===== src/rtl/rpp_map.vh =====
// constants for the reverse power protection stage
`ifndef RPP_MAP_VH
`define RPP_MAP_VH
// ****************************************
// timing
// ****************************************
`define RPP_CLK_MHZ 125
`define RPP_MS_US 1000
`define RPP_TBASE_MS 3'd5
`define RPP_PRE_TRIG_MS 20
`define RPP_PRE_FLT_MS 200
`define RPP_PRE_TRIG_N 6'd4
`define RPP_RING_N 40
`define RPP_RING_LAST 6'd39
// ****************************************
// ratio in units of 0.01 pm/pset
// ****************************************
`define RPP_RATIO_PU 17'h00064
`define RPP_RATIO_RST 17'h00061
`define RPP_RATIO_MAX 17'h1E848
`define RPP_RATIO_SCALE 8'h64
`define RPP_DIV_STEPS 6'h20
// ****************************************
// register byte addresses
// ****************************************
`define RPP_A_CTRL 8'h00
`define RPP_A_EVSEL 8'h04
`define RPP_A_DELAY 8'h08
`define RPP_A_TIME 8'h0C
`define RPP_A_STAT 8'h10
`define RPP_A_RATIO 8'h14
`define RPP_A_EXPECT 8'h18
`define RPP_A_REMAIN 8'h1C
`define RPP_A_CNT_ST 8'h20
`define RPP_A_CNT_TR 8'h24
`define RPP_A_CNT_BL 8'h28
`define RPP_A_HSEL 8'h2C
`define RPP_A_H_TIME 8'h30
`define RPP_A_H_INFO 8'h34
`define RPP_A_H_PRE 8'h38
`define RPP_A_H_FLT 8'h3C
`define RPP_A_H_PREF 8'h40
`define RPP_A_H_REM 8'h44
`define RPP_A_PU_HI 3'h3
`define RPP_A_RMS_HI 3'h4
// ****************************************
// fields and reset values
// ****************************************
`define RPP_CTRL_CLR 9
`define RPP_MODE_ON 3'h0
`define RPP_MODE_BLK 3'h1
`define RPP_MODE_TEST 3'h2
`define RPP_MODE_TBLK 3'h3
`define RPP_FRC_START 2'h1
`define RPP_FRC_TRIP 2'h2
`define RPP_FRC_BLK 2'h3
`define RPP_EVSEL_RST 6'h3F
`define RPP_DELAY_RST 19'h00028
`define RPP_PU_RST 24'h002710
`define RPP_HIST_N 12
`define RPP_HIST_LAST 4'hB
`endif


===== src/rtl/rpp_stage.v =====
// reverse power protection stage with apb registers, events and fault history
//
// Local design decisions: the APB slave port and the register addresses.
`timescale 1ns/100ps
`default_nettype none
`include "rpp_map.vh"
module rpp_stage #(
    parameter CYC_1MS = `RPP_CLK_MHZ * `RPP_MS_US
) (
    input wire pclk,
    input wire presetn,
    input wire psel,
    input wire penable,
    input wire pwrite,
    input wire [31:0] paddr,
    input wire [31:0] pwdata,
    output reg [31:0] prdata,
    output reg pready,
    output reg pslverr,
    input wire [15:0] irms_l1,
    input wire [15:0] irms_l2,
    input wire [15:0] irms_l3,
    input wire [15:0] urms_1,
    input wire [15:0] urms_2,
    input wire [15:0] urms_3,
    input wire [15:0] urms_4,
    input wire [23:0] measured_active_power,
    input wire block_in,
    output reg start_o,
    output reg trip_o,
    output reg blocked_o,
    output reg ev_valid,
    output reg [2:0] ev_code,
    output reg [31:0] ev_stamp
);
// ****************************************
// state and storage
// ****************************************
localparam S_IDLE = 3'b001;
localparam S_DIV = 3'b010;
localparam S_EVAL = 3'b100;
reg [2:0] st_q;
reg [19:0] msdiv_q;
reg [2:0] tb_q;
reg [31:0] time_q;
reg [2:0] mode_q;
reg frc_en_q;
reg [1:0] frc_q;
reg [2:0] grp_q;
reg [5:0] evsel_q;
reg [18:0] delay_q;
reg [23:0] pu_q [0:7];
reg [15:0] rms_q [0:6];
reg blk_s_q;
reg [23:0] pm_q;
reg [31:0] dvd_q;
reg [32:0] rem_q;
reg [31:0] quo_q;
reg [5:0] step_q;
reg [16:0] ratio_q;
reg pick_q, start_q, trip_q, blkd_q;
reg [18:0] elap_q;
reg [23:0] ring_q [0:`RPP_RING_N-1];
reg [5:0] rptr_q;
reg [23:0] pref_q;
reg [5:0] pend_q;
reg [31:0] stamp_q;
reg [15:0] cnt_st_q, cnt_tr_q, cnt_bl_q;
reg [2:0] rpend_q;
reg [23:0] r_pre_q, r_flt_q;
reg [18:0] r_rem_q;
reg [3:0] hptr_q;
reg [3:0] hsel_q;
reg [31:0] h_time_q [0:`RPP_HIST_N-1];
reg [5:0] h_info_q [0:`RPP_HIST_N-1];
reg [23:0] h_pre_q [0:`RPP_HIST_N-1];
reg [23:0] h_flt_q [0:`RPP_HIST_N-1];
reg [23:0] h_pref_q [0:`RPP_HIST_N-1];
reg [18:0] h_rem_q [0:`RPP_HIST_N-1];
integer i, k;
// ****************************************
// time base
// ****************************************
wire ms_tick = (msdiv_q == CYC_1MS - 1);
wire tick5 = ms_tick && (tb_q == `RPP_TBASE_MS - 3'd1);
wire wr_acc = psel && penable && pwrite && pready && !pslverr; // refused writes never land
wire [7:0] wa = paddr[7:0];
// 1 ms stamp counter; software may load it with wall time
always @(posedge pclk or negedge presetn) begin
    if (!presetn) begin
        msdiv_q <= 20'h00000;
        tb_q <= 3'h0;
        time_q <= 32'h00000000;
    end else begin
        msdiv_q <= ms_tick ? 20'h00000 : msdiv_q + 20'h00001;
        if (ms_tick)
            tb_q <= (tb_q == `RPP_TBASE_MS - 3'd1) ? 3'h0 : tb_q + 3'h1;
        if (wr_acc && wa == `RPP_A_TIME)
            time_q <= pwdata;
        else if (ms_tick)
            time_q <= time_q + 32'h00000001;
    end
end
// ****************************************
// processing cycle: sample, divide, evaluate
// ****************************************
wire [23:0] pset = pu_q[grp_q];
wire [32:0] rem_sh = {rem_q[31:0], dvd_q[31]};
wire rem_ge = rem_sh >= {9'h000, pset};
// restoring divider: 32 steps fit easily inside the 5 ms cycle
always @(posedge pclk or negedge presetn) begin
    if (!presetn) begin
        st_q <= S_IDLE;
        blk_s_q <= 1'b0;
        pm_q <= 24'h000000;
        dvd_q <= 32'h00000000;
        rem_q <= 33'h000000000;
        quo_q <= 32'h00000000;
        step_q <= 6'h00;
        ratio_q <= 17'h00000;
    end else begin
        case (st_q)
            S_IDLE: begin
                if (tick5) begin
                    blk_s_q <= block_in;
                    pm_q <= measured_active_power;
                    dvd_q <= {8'h00, measured_active_power} * {24'h000000, `RPP_RATIO_SCALE};
                    rem_q <= 33'h000000000;
                    quo_q <= 32'h00000000;
                    step_q <= 6'h00;
                    st_q <= S_DIV;
                end
            end
            S_DIV: begin
                dvd_q <= {dvd_q[30:0], 1'b0};
                rem_q <= rem_ge ? rem_sh - {9'h000, pset} : rem_sh;
                quo_q <= {quo_q[30:0], rem_ge};
                step_q <= step_q + 6'h01;
                if (step_q == `RPP_DIV_STEPS - 6'h01)
                    st_q <= S_EVAL;
            end
            S_EVAL: begin
                // a zero level or huge power saturates at the display limit
                ratio_q <= (pset == 24'h000000 || quo_q > {15'h0000, `RPP_RATIO_MAX}) ?
                    `RPP_RATIO_MAX : quo_q[16:0];
                st_q <= S_IDLE;
            end
            default: st_q <= S_IDLE;
        endcase
    end
end
// ****************************************
// pick-up, blocking and definite-time delay
// ****************************************
wire [16:0] ratio_now = (pset == 24'h000000 || quo_q > {15'h0000, `RPP_RATIO_MAX}) ?
    `RPP_RATIO_MAX : quo_q[16:0];
wire m_off = (mode_q > `RPP_MODE_TBLK);
wire m_blk = (mode_q == `RPP_MODE_BLK) || (mode_q == `RPP_MODE_TBLK);
wire pick_d = !m_off && (pick_q ? (ratio_now >= `RPP_RATIO_RST)
    : (ratio_now >= `RPP_RATIO_PU));
wire blk_now = blk_s_q || m_blk;
wire start_d = pick_d && !blk_now;
wire blkd_d = pick_d && blk_now;
wire [18:0] elap_d = start_d ? elap_q + 19'h00001 : 19'h00000;
wire trip_d = start_d && (elap_d >= delay_q);
wire eval = (st_q == S_EVAL);
wire [5:0] ev_new = {blkd_q & !blkd_d, !blkd_q & blkd_d, trip_q & !trip_d,
    !trip_q & trip_d, start_q & !start_d, !start_q & start_d};
wire [5:0] pre_idx = (rptr_q >= `RPP_PRE_TRIG_N) ? rptr_q - `RPP_PRE_TRIG_N
    : rptr_q + `RPP_RING_LAST + 6'h01 - `RPP_PRE_TRIG_N;
wire [18:0] remain = (delay_q > elap_q) ? delay_q - elap_q : 19'h00000;
// only one stage exists; its state is updated once per processing cycle
always @(posedge pclk or negedge presetn) begin
    if (!presetn) begin
        pick_q <= 1'b0;
        start_q <= 1'b0;
        trip_q <= 1'b0;
        blkd_q <= 1'b0;
        elap_q <= 19'h00000;
        rptr_q <= 6'h00;
        pref_q <= 24'h000000;
        stamp_q <= 32'h00000000;
        r_pre_q <= 24'h000000;
        r_flt_q <= 24'h000000;
        r_rem_q <= 19'h00000;
        for (k = 0; k < `RPP_RING_N; k = k + 1)
            ring_q[k] <= 24'h000000;
    end else if (eval) begin
        pick_q <= pick_d;
        start_q <= start_d;
        trip_q <= trip_d;
        blkd_q <= blkd_d;
        elap_q <= elap_d;
        // slot at the write pointer still holds the sample from 200 ms ago
        ring_q[rptr_q] <= pm_q;
        rptr_q <= (rptr_q == `RPP_RING_LAST) ? 6'h00 : rptr_q + 6'h01;
        if (ev_new[0])
            pref_q <= ring_q[rptr_q];
        stamp_q <= time_q;
        r_pre_q <= ring_q[pre_idx];
        r_flt_q <= pm_q;
        r_rem_q <= trip_d ? 19'h00000 : delay_q - elap_d;
    end
end
// ****************************************
// events, counters and history
// ****************************************
wire [5:0] ev_pick = pend_q & (~pend_q + 6'h01);
wire [2:0] rec_pick = rpend_q & (~rpend_q + 3'h1);
wire clr_cnt = wr_acc && wa == `RPP_A_CTRL && pwdata[`RPP_CTRL_CLR];
wire [2:0] ev_enc = ev_pick[1] ? 3'h1 : ev_pick[2] ? 3'h2 : ev_pick[3] ? 3'h3
    : ev_pick[4] ? 3'h4 : ev_pick[5] ? 3'h5 : 3'h0;
// events queue one per cycle; a new event sets its bit even while draining
always @(posedge pclk or negedge presetn) begin
    if (!presetn) begin
        pend_q <= 6'h00;
        rpend_q <= 3'h0;
        ev_valid <= 1'b0;
        ev_code <= 3'h0;
        ev_stamp <= 32'h00000000;
        cnt_st_q <= 16'h0000;
        cnt_tr_q <= 16'h0000;
        cnt_bl_q <= 16'h0000;
        hptr_q <= 4'h0;
    end else begin
        pend_q <= (pend_q & ~ev_pick) | (eval ? ev_new & evsel_q : 6'h00);
        rpend_q <= (rpend_q & ~rec_pick) |
            (eval ? {ev_new[4], ev_new[2], ev_new[0]} : 3'h0);
        ev_valid <= |pend_q;
        ev_code <= ev_enc;
        ev_stamp <= stamp_q;
        // a count in the clearing cycle is kept: the increment wins
        cnt_st_q <= (clr_cnt ? 16'h0000 : cnt_st_q) + {15'h0000, eval & ev_new[0]};
        cnt_tr_q <= (clr_cnt ? 16'h0000 : cnt_tr_q) + {15'h0000, eval & ev_new[2]};
        cnt_bl_q <= (clr_cnt ? 16'h0000 : cnt_bl_q) + {15'h0000, eval & ev_new[4]};
        if (|rpend_q) begin
            h_time_q[hptr_q] <= stamp_q;
            h_info_q[hptr_q] <= {grp_q, rec_pick[0] ? 3'h0 : rec_pick[1] ? 3'h2 : 3'h4};
            h_pre_q[hptr_q] <= r_pre_q;
            h_flt_q[hptr_q] <= r_flt_q;
            h_pref_q[hptr_q] <= pref_q;
            h_rem_q[hptr_q] <= r_rem_q;
            hptr_q <= (hptr_q == `RPP_HIST_LAST) ? 4'h0 : hptr_q + 4'h1;
        end
    end
end
// ****************************************
// outputs with forcing
// ****************************************
// forcing overrides the pins only; events and counters follow the real state
always @(posedge pclk or negedge presetn) begin
    if (!presetn) begin
        start_o <= 1'b0;
        trip_o <= 1'b0;
        blocked_o <= 1'b0;
    end else if (frc_en_q) begin
        start_o <= (frc_q == `RPP_FRC_START) || (frc_q == `RPP_FRC_TRIP);
        trip_o <= (frc_q == `RPP_FRC_TRIP);
        blocked_o <= (frc_q == `RPP_FRC_BLK);
    end else begin
        start_o <= start_q;
        trip_o <= trip_q;
        blocked_o <= blkd_q;
    end
end
// ****************************************
// apb slave
// ****************************************
wire [1:0] cond = trip_q ? 2'h2 : blkd_q ? 2'h3 : start_q ? 2'h1 : 2'h0;
reg [31:0] rd_d;
reg err_d;
// read mux; unmapped addresses answer zero with an error
always @* begin
    rd_d = 32'h00000000;
    err_d = 1'b0;
    case (wa)
        `RPP_A_CTRL: rd_d = {22'h0, 1'b0, grp_q, frc_q, frc_en_q, mode_q};
        `RPP_A_EVSEL: rd_d = {26'h0, evsel_q};
        `RPP_A_DELAY: rd_d = {13'h0, delay_q};
        `RPP_A_TIME: rd_d = time_q;
        `RPP_A_STAT: rd_d = {22'h0, hptr_q, mode_q, pick_q, cond};
        `RPP_A_RATIO: rd_d = {15'h0, ratio_q};
        `RPP_A_EXPECT: rd_d = {13'h0, delay_q};
        `RPP_A_REMAIN: rd_d = {13'h0, start_q ? remain : delay_q};
        `RPP_A_CNT_ST: rd_d = {16'h0, cnt_st_q};
        `RPP_A_CNT_TR: rd_d = {16'h0, cnt_tr_q};
        `RPP_A_CNT_BL: rd_d = {16'h0, cnt_bl_q};
        `RPP_A_HSEL: rd_d = {28'h0, hsel_q};
        `RPP_A_H_TIME: rd_d = h_time_q[hsel_q];
        `RPP_A_H_INFO: rd_d = {26'h0, h_info_q[hsel_q]};
        `RPP_A_H_PRE: rd_d = {8'h0, h_pre_q[hsel_q]};
        `RPP_A_H_FLT: rd_d = {8'h0, h_flt_q[hsel_q]};
        `RPP_A_H_PREF: rd_d = {8'h0, h_pref_q[hsel_q]};
        `RPP_A_H_REM: rd_d = {13'h0, h_rem_q[hsel_q]};
        default: begin
            if (wa[7:5] == `RPP_A_PU_HI)
                rd_d = {8'h0, pu_q[wa[4:2]]};
            else if (wa[7:5] == `RPP_A_RMS_HI && wa[4:2] != 3'h7)
                rd_d = {16'h0, rms_q[wa[4:2]]};
            else
                err_d = 1'b1;
        end
    endcase
    // bits outside the decoded word must never alias onto a register
    if (paddr[31:8] != 24'h000000 || paddr[1:0] != 2'h0) begin
        err_d = 1'b1;
        rd_d = 32'h00000000;
    end
end
// zero wait: answer registered in setup, pready high through the access cycle
always @(posedge pclk or negedge presetn) begin
    if (!presetn) begin
        pready <= 1'b0;
        pslverr <= 1'b0;
        prdata <= 32'h00000000;
        mode_q <= `RPP_MODE_ON;
        frc_en_q <= 1'b0;
        frc_q <= 2'h0;
        grp_q <= 3'h0;
        evsel_q <= `RPP_EVSEL_RST;
        delay_q <= `RPP_DELAY_RST;
        hsel_q <= 4'h0;
        for (i = 0; i < 8; i = i + 1)
            pu_q[i] <= `RPP_PU_RST;
        for (i = 0; i < 7; i = i + 1)
            rms_q[i] <= 16'h0000;
    end else begin
        pready <= psel && !penable;
        pslverr <= psel && !penable && err_d;
        prdata <= (psel && !penable && !pwrite) ? rd_d : 32'h00000000;
        if (tick5 && st_q == S_IDLE) begin
            rms_q[0] <= irms_l1;
            rms_q[1] <= irms_l2;
            rms_q[2] <= irms_l3;
            rms_q[3] <= urms_1;
            rms_q[4] <= urms_2;
            rms_q[5] <= urms_3;
            rms_q[6] <= urms_4;
        end
        if (wr_acc && !pslverr) begin
            if (wa == `RPP_A_CTRL) begin
                mode_q <= pwdata[2:0];
                frc_en_q <= pwdata[3];
                frc_q <= pwdata[5:4];
                grp_q <= pwdata[8:6];
            end
            if (wa == `RPP_A_EVSEL)
                evsel_q <= pwdata[5:0];
            if (wa == `RPP_A_DELAY)
                delay_q <= pwdata[18:0];
            if (wa == `RPP_A_HSEL)
                hsel_q <= (pwdata[3:0] > `RPP_HIST_LAST) ? `RPP_HIST_LAST : pwdata[3:0];
            if (wa[7:5] == `RPP_A_PU_HI)
                pu_q[wa[4:2]] <= pwdata[23:0];
        end
    end
end
endmodule // rpp_stage
`default_nettype wire


===== config.mk =====
export PLATFORM = sky130hd
export DESIGN_NAME = rpp_stage
export DESIGN_NICKNAME = d
export VERILOG_FILES = /design/src/rtl/rpp_stage.v
export VERILOG_INCLUDE_DIRS = /design/src /design/src/rtl
export SDC_FILE = /design/constraint.sdc
export NUM_CORES = 2
export LEC_CHECK = 0
export BUFFER_PORTS_ARGS = -buffer_cell sky130_fd_sc_hd__buf_4
export CORE_MARGIN = 2
export CORE_UTILIZATION = 50
export DETAILED_ROUTE_END_ITERATION = 8
export GPL_ROUTABILITY_DRIVEN = 0
export PLACE_DENSITY = 0.66
export SYNTH_ARGS = -nofsm -noshare
export SYNTH_HDL_FRONTEND = slang
export SYNTH_SLANG_ARGS = --single-unit

===== constraint.sdc =====
create_clock -name pclk -period 32.3 [get_ports pclk]
set_input_delay 1.615 -clock pclk [delete_from_list [all_inputs] [get_ports pclk]]
set_output_delay 1.615 -clock pclk [all_outputs]
set_load 0.02 [all_outputs]

* Yosys cells after proc, flatten, opt, wreduce, memory -nomap -nowiden
Memories as Yosys holds them, arrays and structs flattened.
Cells that the tools add are included.
** Storage, ports and cells
- Input bits :: 206
- Memory bits (writable) :: 1548
- Bits in registers :: 1790
- Memories :: 6
- Logic and storage cells :: 331
** Memories
- h_time_q :: depth 12, bits a word 32, rd ports 1, clocked after Yosys merged registers in 0, wr ports 1, line rpp_stage.v:74 : reg [31:0] h_time_q [0:`RPP_HIST_N-1];
- h_flt_q :: depth 12, bits a word 24, rd ports 1, clocked after Yosys merged registers in 0, wr ports 1, line rpp_stage.v:77 : reg [23:0] h_flt_q [0:`RPP_HIST_N-1];
- h_pre_q :: depth 12, bits a word 24, rd ports 1, clocked after Yosys merged registers in 0, wr ports 1, line rpp_stage.v:76 : reg [23:0] h_pre_q [0:`RPP_HIST_N-1];
- h_pref_q :: depth 12, bits a word 24, rd ports 1, clocked after Yosys merged registers in 0, wr ports 1, line rpp_stage.v:78 : reg [23:0] h_pref_q [0:`RPP_HIST_N-1];
- h_rem_q :: depth 12, bits a word 19, rd ports 1, clocked after Yosys merged registers in 0, wr ports 1, line rpp_stage.v:79 : reg [18:0] h_rem_q [0:`RPP_HIST_N-1];
- h_info_q :: depth 12, bits a word 6, rd ports 1, clocked after Yosys merged registers in 0, wr ports 1, line rpp_stage.v:75 : reg [5:0] h_info_q [0:`RPP_HIST_N-1];
** Operators by class
- Muxes and demuxes :: 76
- Add/sub/neg operators :: 19
- Eq/ne operators :: 35
- Reduce and logical (&&, ||, !) cells :: 56
- Bitwise operators :: 24
- $lt $le $gt $ge :: 15
- Multiply operators :: 1
** Operators by type and width (number)
- $bwmux 960 :: 1
- $pmux 32 s17 :: 1
- $bmux 24 s6 :: 2
- $mux 24 :: 11
- $mux 32 :: 8
- $bwmux 192 :: 1
- $pmux 32 s2 :: 3
- $bmux 24 s3 :: 2
- $demux 24 s6 :: 1
- $mux 16 :: 6
- $mux 19 :: 4
- $demux 24 s3 :: 1
- $eq 8x6->1 const B :: 8
- $add 16x1->16 :: 3
- $bmux 16 s3 :: 1
- $sub 19x19->19 :: 2
- $ge 17x7->1 const B :: 2
- $ge 33x24->1 :: 1
- $mux 3 :: 11
- $add 32x1->32 const B :: 1
- $eq 8x5->1 const B :: 4
- $gt 32x17->1 const B :: 1
- $sub 32x24->32 :: 1
- $mul 24x5->29 const B :: 1
- 59 further kinds :: 149

* Longest topological paths before layout
- Depth in word-level cells :: 19
- Gate-level depth with buffers :: 28
- Depth with buffers taken out :: 23

* Least setup slack after synthesis
Ideal clock, no wire load.
- Path type :: input -> register
- From :: input presetn
- To :: memory h_flt_q[3][0] (enable)
- Setup slack :: 17630 ps
- Arrival time :: 13741 ps
- Cell stages on the path :: 2
- Cells stage by stage :: nand2_1 -> nor4_1
** On the way
- Longest elaborated chain between the ends :: 2
** RTL lines
- start: declaration :: line rpp_stage.v:11 : input wire presetn,
- $logic_and 1x1->1 (not written as such) :: line rpp_stage.v:240 : h_flt_q[hptr_q] <= r_flt_q;
- $mux 1 (not written as such) :: line rpp_stage.v:240
- end: declaration :: line rpp_stage.v:77
Every way passes these cells.

* Worst setup path in the final report
- From :: register grp_q[1]
- To :: register cnt_tr_q[12]
** On the way
- Longest elaborated chain between the ends :: 17
- Elaborated cells between the ends (all ways) :: 18
- Classes of those cells :: add/sub: 1; order compare: 3; mux: 6; bitwise: 3; reduce/logical: 5
** RTL lines
- start: declaration :: line rpp_stage.v:49 : reg [2:0] grp_q;
- start signal: assignment :: line rpp_stage.v:345 : grp_q <= pwdata[8:6];
- $not 3->4 (not written as such) * :: line rpp_stage.v:107 : wire [23:0] pset = pu_q[grp_q];
- $bmux 24 s3 * :: line rpp_stage.v:107
- $mux 24 (not written as such) * (2 in series) :: line rpp_stage.v:107
- $logic_not 24->1 * :: line rpp_stage.v:155 : wire [16:0] ratio_now = (pset == 24'h000000 || quo_q > {15'h0000, `RPP_RATIO_MAX}) ?
- $logic_or 1x1->1 * :: line rpp_stage.v:155
- $mux 17 * :: line rpp_stage.v:155
- $ge 17x7->1 (no line)
- $mux 1 * :: line rpp_stage.v:159 : wire pick_d = !m_off && (pick_q ? (ratio_now >= `RPP_RATIO_RST)
- $logic_and 1x1->1 * :: line rpp_stage.v:159
- $logic_and 1x1->1 * :: line rpp_stage.v:162 : wire start_d = pick_d && !blk_now;
- $mux 19 :: line rpp_stage.v:164 : wire [18:0] elap_d = start_d ? elap_q + 19'h00001 : 19'h00000;
- $ge 19x19->1 :: line rpp_stage.v:165 : wire trip_d = start_d && (elap_d >= delay_q);
- $logic_and 1x1->1 * :: line rpp_stage.v:165
- $and 1x1->1 * :: line rpp_stage.v:168 : !trip_q & trip_d, start_q & !start_d, !start_q & start_d};
- $and 1x1->1 * :: line rpp_stage.v:234 : cnt_tr_q <= (clr_cnt ? 16'h0000 : cnt_tr_q) + {15'h0000, eval & ev_new[2]};
- $add 16x1->16 * :: line rpp_stage.v:234
- end signal: assignment :: line rpp_stage.v:234
- end: declaration :: line rpp_stage.v:68 : reg [15:0] cnt_st_q, cnt_tr_q, cnt_bl_q;
Mark *: on every way between the ends. The rest lies on a longest branch, timed or not. The select of a mux whose other input is x is not followed.
A chain may end at the register's enable or synchronous reset.

==> impl_metrics.tcl <==
set metrics [dict create \
    syn_nets 9980 \
    synth_warnings 0 \
    cts.clk_slew.worst_paths_ns 0.06 \
    drive_above_1_share_pct 31.1 \
    fillers 22800 \
    min_from "rms_q[64]" \
    fin_crit_ns 8.52 \
    p_per_area_nw_per_um2 52.7 \
    antenna_found_initial 15 \
    setup_viol_count_final 0 \
    synth_seq_cells 3324 \
    finalHoldViolations 0 \
    violations "DRC" \
    grtUsageMet1_pct 39.0 \
    synth.distinct_cells 83 \
    wl_um 417000 \
    io_buffers 278 \
    die_x_um 545 \
    worst_slew_pin_slew_ns 1.37 \
    cts_tree "yes" \
    netlist_top_cells_area "edfxtp_1 (31%), dfrtp_1 (30%), mux4_2 (12%), mux2_2 (9.2%), nand2_1 (2.6%)" \
    syn_inst 9590 \
    detailed_place_hpwl_um 261000 \
    htreeDepth 5 \
    start_kind "register" \
    fp.dieH_um 545 \
    num_rows 198 \
    cp_max_fo 37 \
    clockBufferDepth 4 \
    cts_sinks 3324 \
    finalSetupTns_ns 0 \
    numCtsBuffers 346 \
    num-nets-final 10200 \
    root_buffer "clkbuf_16" \
    fmax_ghz 0.117 \
    cpPeakStageDelay_ns 0.91 \
    path_class "register to register" \
    placed_area_um2 153000 \
    area_delta_synth_final_pct 12.3 \
    use_met2_pct 44.2 \
    rsz0062_at_grt "no" \
    synth_top_area_cell "edfxtp_1" \
    peakVddDrop_mv 0.0409 \
    required_ns 33.11 \
    slew_headroom_pct 8.70 \
    synth.avg_cell_area_um2 15.3 \
    regArea_um2 91000 \
    multiInputGateArea_um2 52800 \
    grt_pass1_wl_um 615000 \
    cp.arrival_ns 9.33 \
    cts.repair.resized 0 \
    hold_class "register to register" \
    fin_crit_sh_pct 26.4 \
    slowest_stage "dfrtp_2" \
    vias_per_cell 6.32 \
    grtUsageMet3_pct 4.15 \
    ant_nets 0 \
    post-route-cell-area_um2 165000 \
    wl_per_cell_um 29.8 \
    drtPass1Iterations 9 \
    grt_max_degree 183 \
    design.die.area_um2 297000 \
    synth_edf_count 1536 \
    coreArea_um2 291000 \
    initial_core_util_pct 50.3 \
    dr_total_vias 88300 \
    p_leak_nw 70.0 \
    clock_skew_ns 0.0592 \
    critPathLaunch "grp_q[1]" \
    cts_setup_buffers 0 \
    overflow 0 \
    hold_buffers 0 \
    syn_area_um2 147000 \
    status "complete, but fails checks" \
    worstReg2RegStart "grp_q[1]" \
    async_flop_share_pct 53.8 \
    synth-main-ff-cell "dfrtp_1" \
    drv_slew 0 \
    grt_pass1_vias 89900 \
    clock_latency_ns 0.90 \
    ys_seq_area_share_pct 62.0 \
    drcViolationCount 2 \
    io_pins 279 \
    cp-end-kind "register" \
    busiest_layer "met2" \
    cap_violations 0 \
    drt_iter0_markers 10400 \
    groute.usage.overall_pct 27.8 \
    synth_top_area_share_pct 31.5 \
]
[kinds of logic (layout without fill, tap and decap cells)]
| group | count (synthesis) | count (layout) | share of synthesized area [%] |
|---|---|---|---|
| buffers and inverters | 825 | 1299 | 2.16 |
| AOI/OAI and AO/OA | 1058 | 1058 | 4.58 |
| xor gates and xnor gates | 179 | 179 | 1.07 |
| adders and majority gates | 184 | 184 | 1.68 |
| and+or+nand+nor | 1765 | 1765 | 5.22 |
| DFF | 3324 | 3324 | 62.0 |
| other | 0 | 13 | 0 |
| muxes | 2255 | 2255 | 23.2 |
[state kept, by name (all words and copies together), names as in the netlist, 30 cells and up]
signal / count
prdata: 32
h_rem_q: 228
rms_q: 112
time_q: 32
h_info_q: 60
quo_q: 32
ev_stamp: 32
h_pre_q: 288
h_flt_q: 288
dvd_q: 30
pu_q: 192
h_pref_q: 288
h_time_q: 384
stamp_q: 32
ring_q: 960
rem_q: 32
[synth_stat cells (22+ instances only)]
master,number
o21ai_0,299
a21oi_1,225
nor3_1,91
a22o_1,34
xnor2_1,119
and2_1,22
and3_1,49
a221oi_1,35
nor2_1,278
buf_1,127
o22ai_1,73
mux4_2,799
o31ai_1,23
ha_1,162
or3_1,24
nand3_1,102
fa_1,22
a21o_1,26
xor2_1,60
edfxtp_1,1536
nand4_1,54
mux2_2,1196
buf_2,28
a31oi_1,33
a22oi_1,145
o211ai_1,40
nand2_1,1023
dfstp_2,49
clkbuf_1,496
mux2i_1,260
inv_1,167
dfrtp_1,1739
nor4_1,36
[per-stage QoR]
step	setup WS, ns	util (%)	hold WS, ns	std cells	power, mW
2_1_floorplan	17.63	-	0.430	9590	4.62
3_3_place_gp	24.07	52.6	0.446	13300	4.73
3_5_place_dp	23.99	52.6	0.452	13300	4.74
4_1_cts	23.98	56.5	0.466	14000	8.73
5_1_grt	23.53	56.5	0.485	14000	8.92
6_report	23.78	56.5	0.465	14000	8.67
[per-layer routing]
metal	vias to the layer above	wire, um
met4	2	17900
met5	-	13
li1	36700	-
met3	832	32700
met1	46800	168000
met2	3960	198000
[cell type report]
class	count	share of cell area, %
Multi-Input combinational cell	5441	32.1
Clock inverter	137	0.939
Clock buffer	499	5.99
Sequential cell	3324	55.3
Tap cell	3900	2.96
Antenna cell	13	0.0198
Timing Repair Buffer	494	2.38
Inverter	169	0.391
[where the power goes]
part	total (mW)	switching, mW	internal [mW]
sequential	4.41	0.00343	4.40
clock	4.02	1.68	2.34
combinational	0.249	0.161	0.0875
[worst paths after layout]
kind / end / slack (ns) / depth (start not counted)
min in group asynchronous: rem_q[28] / 0.70 / 1
max in group asynchronous: ring_q[493] / 27.59 / 5
min: rms_q[64] / 0.46 / 2
max: cnt_tr_q[12] / 23.78 / 26
min reg2reg: rms_q[64] / 0.46 / 2
max reg2reg: cnt_tr_q[12] / 23.78 / 26
[placed cells by master (no fill, tap or decap), types with 59 or more instances in the layout]
master and count:
dfrtp_1 1727, edfxtp_1 1536, mux2_2 1196, nand2_1 1014
mux4_2 799, buf_4 478, clkbuf_16 355, o21ai_0 299
mux2i_1 259, nor2_1 253, a21oi_1 224, inv_1 166
ha_1 162, a22oi_1 145, xnor2_1 119, nand3_1 102
clkbuf_1 100, nor3_1 88, o22ai_1 72, xor2_1 59
[critical path: cells and delay by family (launching register included)]
kind | cells | cell delay (ns)
compound gates | 9 | 2.58
simple gates | 10 | 2.58
buf+inv | 3 | 1.20
flops | 1 | 0.91
fa+ha+maj | 3 | 0.69
mux | 1 | 0.42
Power figures use the tool's default switching activity.
